File: config.mk
export PLATFORM = sky130hd
export DESIGN_NAME = s16t_timer
export DESIGN_NICKNAME = d
export VERILOG_FILES = /design/src/rtl/s16t_pkg.sv /design/src/rtl/s16t_tick_if.sv /design/src/rtl/s16t_clock_front.sv /design/src/rtl/s16t_timer.sv
export SDC_FILE = /design/constraint.sdc
export NUM_CORES = 1
export LEC_CHECK = 0
export BUFFER_PORTS_ARGS = -buffer_cell sky130_fd_sc_hd__buf_2
export CAP_MARGIN = 25
export CORE_ASPECT_RATIO = 0.7
export CORE_UTILIZATION = 30
export DETAILED_ROUTE_END_ITERATION = 10
export SYNTH_ARGS = -nofsm -noshare
export SYNTH_HDL_FRONTEND = slang
export SYNTH_HIERARCHICAL = 1
export SYNTH_SLANG_ARGS = --single-unit
File: constraint.sdc
create_clock -name clock -period 2.1 [get_ports clock]
set_clock_uncertainty 0.05 [all_clocks]
set_input_delay 0.525 -clock clock [delete_from_list [all_inputs] [get_ports clock]]
set_output_delay 0.525 -clock clock [all_outputs]
set_load 0.01 [all_outputs]
File: src/rtl/s16t_pkg.sv
package s16t_pkg;
   localparam logic [1:0] OFS_CONTROL    = 2'h0;
   localparam logic [1:0] OFS_COUNT_LOW  = 2'h1;
   localparam logic [1:0] OFS_COUNT_HIGH = 2'h2;
   localparam logic [1:0] OFS_STATUS     = 2'h3;

   localparam int unsigned CTL_TIMER_RUN      = 0;
   localparam int unsigned CTL_CLOCK_SOURCE   = 1;
   localparam int unsigned CTL_SYNC_BYPASS    = 2;
   localparam int unsigned CTL_ASSIGN_LO      = 3;
   localparam int unsigned CTL_PRESCALE_LO    = 4;
   localparam int unsigned CTL_PRESCALE_HI    = 5;
   localparam int unsigned CTL_ASSIGN_HI      = 6;
   localparam int unsigned CTL_WIDE_ACCESS    = 7;

   localparam int unsigned STS_OVERFLOW_FLAG  = 0;
   localparam int unsigned STS_OVERFLOW_IRQEN = 1;
   localparam int unsigned STS_SHARED_OSC_EN  = 2;

   localparam logic [7:0]  CONTROL_RESET      = 8'h00;
   localparam logic [2:0]  STATUS_RESET       = 3'h0;
   localparam logic [15:0] COUNT_RESET        = 16'h0000;
   localparam logic [15:0] COUNT_TOP          = 16'hFFFF;
   localparam logic [3:0]  MODE_SPECIAL_EVENT = 4'hB;
   localparam int unsigned CHANNELS           = 5;
endpackage

File: src/rtl/s16t_tick_if.sv
`timescale 1ns/1ps
interface s16t_tick_if;
   logic [1:0] pin_raw;
   logic [1:0] pin_sync;
   logic       ext_sel;
   logic       osc_en;
   logic       bypass;
   logic       run;
   logic       tick;

   modport front (
      input  pin_raw,
      input  ext_sel,
      input  osc_en,
      input  bypass,
      input  run,
      output pin_sync,
      output tick
   );
   modport core (
      output pin_raw,
      output ext_sel,
      output osc_en,
      output bypass,
      output run,
      input  pin_sync,
      input  tick
   );
endinterface

File: src/rtl/s16t_clock_front.sv
`timescale 1ns/1ps
module s16t_clock_front (
   input wire logic clock,
   input wire logic rst_n,
   s16t_tick_if.front tk
);
   logic [1:0] meta_r;
   logic [1:0] sync_r;
   logic       align_r;
   logic       prev_r;
   logic       armed_r;
   logic       src;
   logic       level;
   logic       tick_r;

   always_ff @(posedge clock or negedge rst_n) begin
      if (!rst_n) begin
         meta_r <= 2'h0;
         sync_r <= 2'h0;
      end else begin
         meta_r <= tk.pin_raw;
         sync_r <= meta_r;
      end
   end

   // Oscillator enabled selects the oscillator pin as the count source.
   assign src = tk.osc_en ? sync_r[1] : sync_r[0];

   // Synchronised mode adds an instruction-cycle alignment stage; bypass skips it.
   always_ff @(posedge clock or negedge rst_n) begin
      if (!rst_n) begin
         align_r <= 1'b0;
      end else begin
         align_r <= src;
      end
   end

   assign level = tk.bypass ? src : align_r;

   always_ff @(posedge clock or negedge rst_n) begin
      if (!rst_n) begin
         prev_r  <= 1'b0;
         armed_r <= 1'b0;
      end else begin
         prev_r <= level;
         if (!tk.ext_sel) begin
            armed_r <= 1'b0;
         end else if (prev_r && !level) begin
            armed_r <= 1'b1;
         end
      end
   end

   // Internal source ticks every instruction cycle while the timer runs.
   always_ff @(posedge clock or negedge rst_n) begin
      if (!rst_n) begin
         tick_r <= 1'b0;
      end else if (!tk.ext_sel) begin
         tick_r <= tk.run;
      end else begin
         tick_r <= tk.run && armed_r && !prev_r && level;
      end
   end

   assign tk.tick     = tick_r;
   assign tk.pin_sync = sync_r;
endmodule

File: src/rtl/s16t_timer.sv
// Design decisions made here: the register offsets and the plain strobed port.
`timescale 1ns/1ps
// Operation
// Count up 0000h to FFFFh, wrap overflows.
// Overflow latches flag; interrupt only when enabled.
// Internal clock at 0, external rising-after-falling at 1.
// Prescale field divides 1, 2, 4, 8.
// External clock synchronised unless bypass bit set.
// Counter advances only while timer runs.
// Wide access bit picks buffered 16-bit access.
// Low read copies high byte to buffer.
// High write fills buffer; low write transfers.
// Low write clears prescaler; high write does not.
// Assign field routes timers to five channels.
// Channel 1/2 special event resets counter.
// Software avoids special reset in asynchronous mode.
// Software counter write beats special event reset.
// Special event reset never sets overflow flag.
// Channel 2 trigger starts enabled conversion.
// Oscillator use needs enable and source select.
// Oscillator pins inputs, port reads return zero.
// Control register resets to all zeros.
// Stopped counter holds and resumes its value.
module s16t_timer (
   input  wire logic       clock,
   input  wire logic       rst_n,
   input  wire logic [1:0] addr,
   input  wire logic [7:0] wr_data,
   input  wire logic       wr_en,
   input  wire logic       rd_en,
   output logic      [7:0] rd_data,
   input  wire logic [1:0] pin_in,
   input  wire logic [1:0] port_out,
   input  wire logic [1:0] port_dir_out,
   output logic      [1:0] pin_out,
   output logic      [1:0] pin_oe,
   output logic      [1:0] port_read,
   input  wire logic       cmp1_match,
   input  wire logic [3:0] cmp1_mode,
   input  wire logic       cmp2_match,
   input  wire logic [3:0] cmp2_mode,
   input  wire logic       adc_enable,
   output logic            adc_start,
   output logic [4:0]      ch_second_pair,
   output logic            overflow_irq,
   output logic [15:0]     count_value
);
   logic [7:0]  control_r;
   logic [2:0]  status_r;
   logic [15:0] count_r;
   logic [15:0] count_nxt;
   logic [7:0]  high_buf_r;
   logic [2:0]  presc_r;
   logic [2:0]  presc_mask;
   logic [7:0]  rd_data_r;
   logic        adc_start_r;
   logic [4:0]  ch_second_r;
   logic        irq_r;
   logic [1:0]  pin_out_r;
   logic [1:0]  pin_oe_r;
   logic [1:0]  port_read_r;

   // Decoded strobes and selections, all on this clock.
   logic        wide;
   logic        osc_en;
   logic        wr_low;
   logic        wr_high;
   logic        rd_low;
   logic        count_step;
   logic        wrap;
   logic        ch1_here;
   logic        ch2_here;
   logic        special1;
   logic        special2;
   logic        special_reset;
   logic [1:0]  assign_sel;
   logic        wr_ctrl;
   logic        wr_stat;

   // The clock front owns the pin synchroniser and the edge detector, so every
   // pin sample reaches this module already in the clock domain.
   s16t_tick_if tk ();

   s16t_clock_front u_front (
      .clock (clock),
      .rst_n (rst_n),
      .tk    (tk)
   );

   assign wide       = control_r[s16t_pkg::CTL_WIDE_ACCESS];
   assign osc_en     = status_r[s16t_pkg::STS_SHARED_OSC_EN];
   assign assign_sel = {control_r[s16t_pkg::CTL_ASSIGN_HI], control_r[s16t_pkg::CTL_ASSIGN_LO]};
   assign wr_low     = wr_en && (addr == s16t_pkg::OFS_COUNT_LOW);
   assign wr_high    = wr_en && (addr == s16t_pkg::OFS_COUNT_HIGH);
   assign rd_low     = rd_en && (addr == s16t_pkg::OFS_COUNT_LOW);
   // The bus never waits, so each decoded strobe lasts exactly one cycle.
   assign wr_ctrl    = wr_en && (addr == s16t_pkg::OFS_CONTROL);
   assign wr_stat    = wr_en && (addr == s16t_pkg::OFS_STATUS);

   // The timer-on bit gates ticks both here and in the front, so a tick already
   // in flight when the timer stops cannot advance the counter.
   assign tk.pin_raw = pin_in;
   assign tk.ext_sel = control_r[s16t_pkg::CTL_CLOCK_SOURCE];
   assign tk.osc_en  = osc_en;
   assign tk.bypass  = control_r[s16t_pkg::CTL_SYNC_BYPASS];
   assign tk.run     = control_r[s16t_pkg::CTL_TIMER_RUN];

   // The prescaler counts ticks from zero up to the mask, then restarts; a mask of zero passes every tick.
   always_comb begin
      case (control_r[s16t_pkg::CTL_PRESCALE_HI:s16t_pkg::CTL_PRESCALE_LO])
         2'h0:    presc_mask = 3'h0;
         2'h1:    presc_mask = 3'h1;
         2'h2:    presc_mask = 3'h3;
         2'h3:    presc_mask = 3'h7;
         default: presc_mask = 3'h0;
      endcase
   end

   // A tick only reaches the counter while running, so a stopped counter holds.
   assign count_step = tk.tick && tk.run && (presc_r == presc_mask);
   assign wrap       = count_step && (count_r == s16t_pkg::COUNT_TOP);

   // Only a low-byte write clears the prescaler, so a high-byte write between
   // the two halves of a wide write does not disturb the division phase.
   always_ff @(posedge clock or negedge rst_n) begin
      if (!rst_n) begin
         presc_r <= 3'h0;
      end else if (wr_low) begin
         presc_r <= 3'h0;
      end else if (tk.tick && tk.run) begin
         presc_r <= (presc_r == presc_mask) ? 3'h0 : presc_r + 3'h1;
      end
   end

   // Channel 1 runs on this timer only with assignment 11; channel 2 with 01 or 11.
   assign ch1_here      = (assign_sel == 2'h3);
   assign ch2_here      = assign_sel[0];
   assign special1      = ch1_here && cmp1_match && (cmp1_mode == s16t_pkg::MODE_SPECIAL_EVENT);
   assign special2      = ch2_here && cmp2_match && (cmp2_mode == s16t_pkg::MODE_SPECIAL_EVENT);
   assign special_reset = special1 || special2;

   // Asynchronous counting is not guarded here: the reset is taken in any mode,
   // and software must keep to timer or synchronous counting when relying on it.
   // Priority: a counter write beats a special event reset, which beats a count.
   // In wide mode a high-byte write only fills the buffer and leaves the counter.
   always_comb begin
      count_nxt = count_r;
      if (wr_low) begin
         count_nxt[7:0] = wr_data;
         if (wide) begin
            count_nxt[15:8] = high_buf_r;
         end
      end else if (wr_high && !wide) begin
         count_nxt[15:8] = wr_data;
      end else if (wr_high) begin
         count_nxt = count_r;
      end else if (special_reset) begin
         count_nxt = s16t_pkg::COUNT_RESET;
      end else if (count_step) begin
         count_nxt = count_r + 16'h0001;
      end
   end

   // The counter register itself only takes the next value chosen above.
   always_ff @(posedge clock or negedge rst_n) begin
      if (!rst_n) begin
         count_r <= s16t_pkg::COUNT_RESET;
      end else begin
         count_r <= count_nxt;
      end
   end

   // The buffer serves both directions in wide mode: a low read captures the
   // live high byte, a high write parks the byte until the low write arrives.
   // Reads of the high address therefore see a coherent pair across a carry.
   always_ff @(posedge clock or negedge rst_n) begin
      if (!rst_n) begin
         high_buf_r <= 8'h00;
      end else if (wr_high && wide) begin
         high_buf_r <= wr_data;
      end else if (rd_low && wide) begin
         high_buf_r <= count_r[15:8];
      end
   end

   // Control resets to zero: stopped, internal clock, 1:1 and byte access.
   always_ff @(posedge clock or negedge rst_n) begin
      if (!rst_n) begin
         control_r <= s16t_pkg::CONTROL_RESET;
      end else if (wr_ctrl) begin
         control_r <= wr_data;
      end
   end

   // A wrap in the same cycle as a software clear keeps the flag set.
   // A special event reset or a written value never counts as a wrap.
   always_ff @(posedge clock or negedge rst_n) begin
      if (!rst_n) begin
         status_r <= s16t_pkg::STATUS_RESET;
      end else begin
         if (wr_stat) begin
            status_r <= wr_data[2:0];
         end
         if (wrap && !wr_low && !wr_high && !special_reset) begin
            status_r[s16t_pkg::STS_OVERFLOW_FLAG] <= 1'b1;
         end
      end
   end

   // The request follows the flag one cycle late; clearing the flag clears it.
   always_ff @(posedge clock or negedge rst_n) begin
      if (!rst_n) begin
         irq_r <= 1'b0;
      end else begin
         irq_r <= status_r[s16t_pkg::STS_OVERFLOW_FLAG]
                  && status_r[s16t_pkg::STS_OVERFLOW_IRQEN];
      end
   end

   // A counter write in the same cycle suppresses the conversion start as well,
   // so a discarded reset never leaves a trace elsewhere.
   always_ff @(posedge clock or negedge rst_n) begin
      if (!rst_n) begin
         adc_start_r <= 1'b0;
      end else begin
         adc_start_r <= special2 && adc_enable && !wr_low && !wr_high;
      end
   end

   // Bit n high means channel n+1 uses the second timer pair.
   // Routing is a pure decode of the assignment field, registered so that
   // the channel selects change without glitches.
   genvar ch;
   generate
      for (ch = 0; ch < s16t_pkg::CHANNELS; ch = ch + 1) begin : g_route
         always_ff @(posedge clock or negedge rst_n) begin
            if (!rst_n) begin
               ch_second_r[ch] <= 1'b0;
            end else if (ch == 0) begin
               ch_second_r[ch] <= (assign_sel == 2'h3);
            end else if (ch == 1) begin
               ch_second_r[ch] <= assign_sel[0];
            end else begin
               ch_second_r[ch] <= (assign_sel != 2'h0);
            end
         end
      end
   endgenerate

   // The port value passes through unchanged; only its drive enable is overridden.
   always_ff @(posedge clock or negedge rst_n) begin
      if (!rst_n) begin
         pin_out_r <= 2'h0;
      end else begin
         pin_out_r <= port_out;
      end
   end

   // The oscillator owns both pins while enabled, so the port may not drive them.
   always_ff @(posedge clock or negedge rst_n) begin
      if (!rst_n) begin
         pin_oe_r <= 2'h0;
      end else begin
         pin_oe_r <= osc_en ? 2'h0 : port_dir_out;
      end
   end

   // With the oscillator enabled, port reads of its pins return zero.
   always_ff @(posedge clock or negedge rst_n) begin
      if (!rst_n) begin
         port_read_r <= 2'h0;
      end else begin
         port_read_r <= osc_en ? 2'h0 : tk.pin_sync;
      end
   end

   // Read data stand one cycle after the strobe and are zero otherwise, which
   // lets a master combine several slaves' read buses with a plain OR.
   always_ff @(posedge clock or negedge rst_n) begin
      if (!rst_n) begin
         rd_data_r <= 8'h00;
      end else if (rd_en) begin
         case (addr)
            s16t_pkg::OFS_CONTROL:    rd_data_r <= control_r;
            s16t_pkg::OFS_COUNT_LOW:  rd_data_r <= count_r[7:0];
            s16t_pkg::OFS_COUNT_HIGH: rd_data_r <= wide ? high_buf_r : count_r[15:8];
            s16t_pkg::OFS_STATUS:     rd_data_r <= {5'h00, status_r};
            default:                  rd_data_r <= 8'h00;
         endcase
      end else begin
         rd_data_r <= 8'h00;
      end
   end

   // Every output comes straight from a register.
   assign rd_data        = rd_data_r;
   assign adc_start      = adc_start_r;
   assign ch_second_pair = ch_second_r;
   assign overflow_irq   = irq_r;
   assign pin_out        = pin_out_r;
   assign pin_oe         = pin_oe_r;
   assign port_read      = port_read_r;
   assign count_value    = count_r;
endmodule

==> qor.yml <==
fin_crit_sh_pct: 96.65
ys_types: 50
grt_pass1_vias: 2991
drcViolationCount: 0
io_pins: 68
synth_compound_area_share_pct: 16.79
synth-xor-area-share_pct: 1.581
muxShareOfSynthArea_pct: 8.509
synth_flop_cell: "dfrtp_1"
cp_max_fo: 4
reg2reg_from: "count_value[0]$_DFFE_PN0P_"
hold_path.class: "in -> async"
crit_path_start: "count_value[0]$_DFFE_PN0P_"
rrSetupSlack_ns: 0.07
p_int_w: 0.003078
drive_above_1_share_pct: 32.74
synthAdderAreaFrac_pct: 0.7530
ir_drop_v: 0.0004160
end_kind: "flop"
synthesis.area_um2: 3323
synthCells: 341
worst_pin_slew_ns: 0.5307
finalHoldViolCount: 0
yosys_register_bits: 65
clk_latency_ns: 0.34
max_slew_margin_pct: 64.24
rows: 31
dpl.hpwl_um: 7722
wl_um: 10270
synth_top_family_by_area: "simple AND/OR/NAND/NOR gates"
dp.cells: 580
r2r_cells: 8
grt_remaining_overflow: 0
p_clk_share_pct: 32.8
final_common_cell: "buf_2"
coreArea_um2: 10550
cap_violations: 0
synth-edff-count: 0
synth_warnings: 6
path_cells: "ha_1, nand4_1, buf_4, nor3_1, xor2_1, a221oi_1, nor2_1, o22a_1"
placed_area_um2: 4078
worstPathRequired_ns: 2.27
critPathMaxStageDelay_ns: 0.35
antenna_found_initial: 0
fin_hold_ws_ns: 0.1462
crit_slowest_cell: "dfrtp_1"
p_sw_share_pct: 34.62
ant_nets: 0
die_h_um: 90.06
portBuffers: 67
period_needed_ns: 2.030
maxClockFrequency_mhz: 492.7
first_pass_iters: 5
fin_tns_setup_ns: 0
grt_max_degree: 66
grt_pass1_wl_um: 16430
yosysSeqAreaShare_pct: 48.95
avgRoutedWirePerCell_um: 17.20
synth_fp_nets: 374
critPathCapture: "count_value[10]$_DFFE_PN0P_"
syn_avg_cell_area_um2: 9.745
p_leak_nw: 2.050
synth-async-reset-ratio_pct: 100.0
final_cell_mix: "67 x buf_2, 65 x dfrtp_1, 44 x buf_4"
seq_power_share_pct: 38.2
drtIter0Drc: 372
clkTransAtPathRegs_ns: 0.06
dieArea_um2: 11510
startpoint_type: "flop"
synthSimpleGateAreaFrac_pct: 19.47
cts_buffers: 9
grt_usage_pct: 19.03
clkSinkCount: 65
finalSetupViolCount: 0
switchingPower_w: 0.001630
initial_utilization_pct: 31.50
p_per_area_nw_per_um2: 1066
status: "completed"
r2r_end: "count_value[10]$_DFFE_PN0P_"
slew_violations: 0
final_cells: 597
vias: 3182
criticalPathCategory: "reg -> reg"
finalPower_w: 0.004708
cts.path.max_buffers: 2
cts_hold_buffers: 0
area_growth_pct: 32.87
finalInstanceArea_um2: 4415
cts-root-buf: "clkbuf_16"
final_net_count: 477
cts_tree: "yes"
combPwrFrac_pct: 29.0
diodes: 0
die_x_um: 127.8
rsz0062_at_grt: "true"
htreeDepth: 3
arrival_ns: 2.20
routabilityCongestion: 0.9109
via_per_inst: 5.330
## flip-flops by register name, summed over array words and instances (netlist names), 3 cells and up
name / count
status_r: 3
ch_second_pair: 3
presc_r: 3
count_value: 16
rd_data: 8
high_buf_r: 8
control_r: 8
## final cells by class
class	instances	area, µm²
Tap cell	148	185.2
Inverter	6	22.52
Fill cell	1053	6135
Timing Repair Buffer	112	685.7
Multi-Input combinational cell	250	1588
Clock inverter	7	82.58
Sequential cell	65	1627
Clock buffer	9	225.2
## worst max-delay path: cells and delay by family, from the launching register on
| kind | cells | cell delay, ns |
|---|---|---|
| XOR/XNOR | 1 | 0.09 |
| adder cells (fa/ha/maj) | 1 | 0.22 |
| AND/OR/NAND/NOR | 3 | 0.51 |
| buffers and inverters | 1 | 0.22 |
| flip-flops | 1 | 0.35 |
| AO/OA/AOI/OAI | 2 | 0.46 |
## routing by layer
| metal | global-route usage [%] | up-vias | part of all wire [%] | wire, µm |
|---|---|---|---|---|
| met5 | 0 | - | 0 | 0 |
| met4 | 4.902 | 0 | 1.1 | 108 |
| met3 | 6.845 | 11 | 12 | 1214 |
| met2 | 25.41 | 172 | 41 | 4180 |
| met1 | 28.44 | 1541 | 46 | 4768 |
| li1 | - | 1458 | - | - |
## cell families after synthesis
group                      after synthesis
buffers and inverters                   26
DFF                                     65
and+or+nand+nor                        129
xor gates and xnor gates                 6
adders and majority gates                2
muxes                                   27
AOI/OAI and AO/OA                       86
## power by group through the flow
stage / sequential, W / combinational [W] / clock, W
floorplan: 0.00185 / 0.000690 / 0
global placement: 0.00180 / 0.00133 / 0
detailed placement: 0.00182 / 0.00134 / 0
CTS: 0.00179 / 0.00135 / 0.00158
global route: 0.00184 / 0.00151 / 0.00163
finish: 0.00180 / 0.00137 / 0.00155
## per-stage QoR
step	util (%)	worst slack (ns)
floorplan	-	0.04194
global placement	38.65	0.002117
detailed placement	38.65	-0.08199
CTS	41.57	0.08706
global route	41.85	-0.04103
finish	41.85	0.07035
## worst min path at each step
stage	from	to	slack (ns)	cells past startpoint
floorplan	rst_n	adc_start$_DFF_PN0_	0.18	0
global placement	u_front/meta_r[1]$_DFF_PN0_	u_front/tk.pin_sync[1]$_DFF_PN0_	0.29	0
detailed placement	u_front/meta_r[1]$_DFF_PN0_	u_front/tk.pin_sync[1]$_DFF_PN0_	0.29	0
CTS	rst_n	port_read[0]$_DFF_PN0_	0.16	2
global route	rst_n	port_read[1]$_DFF_PN0_	0.17	2
finish	rst_n	port_read[0]$_DFF_PN0_	0.15	2
## synthesized netlist by cell type, drive strengths merged, types with 3 or more instances
| cell type | count | area, µm² |
|---|---|---|
| inv | 6 | 22.52 |
| nor3 | 9 | 45.04 |
| nor4 | 3 | 18.77 |
| nand3 | 4 | 20.02 |
| or3 | 3 | 18.77 |
| mux2 | 10 | 112.6 |
| mux2i | 17 | 170.2 |
| a21oi | 26 | 130.1 |
| a31oi | 4 | 25.02 |
| nor2 | 31 | 116.4 |
| o31ai | 3 | 22.52 |
| nand2 | 36 | 135.1 |
| and2 | 8 | 52.56 |
| a211oi | 7 | 52.55 |
| clkbuf | 10 | 38.78 |
| buf | 10 | 70.07 |
| and3 | 7 | 43.79 |
| a221oi | 8 | 70.07 |
| nor2b | 10 | 65.06 |
| o22a | 3 | 26.28 |
| a22oi | 5 | 37.54 |
| nand4 | 7 | 43.79 |
| xnor2 | 4 | 35.03 |
| o22ai | 6 | 37.54 |
| and4 | 3 | 26.28 |
| dfrtp | 65 | 1627 |
| o21ai | 14 | 70.07 |
## what timing repair did
action                     in CTS  in global routing
setup endpoints to repair       0                  4
resized for setup               0                  5
setup buffers                   0                  1
Power figures use the tool's default switching activity.
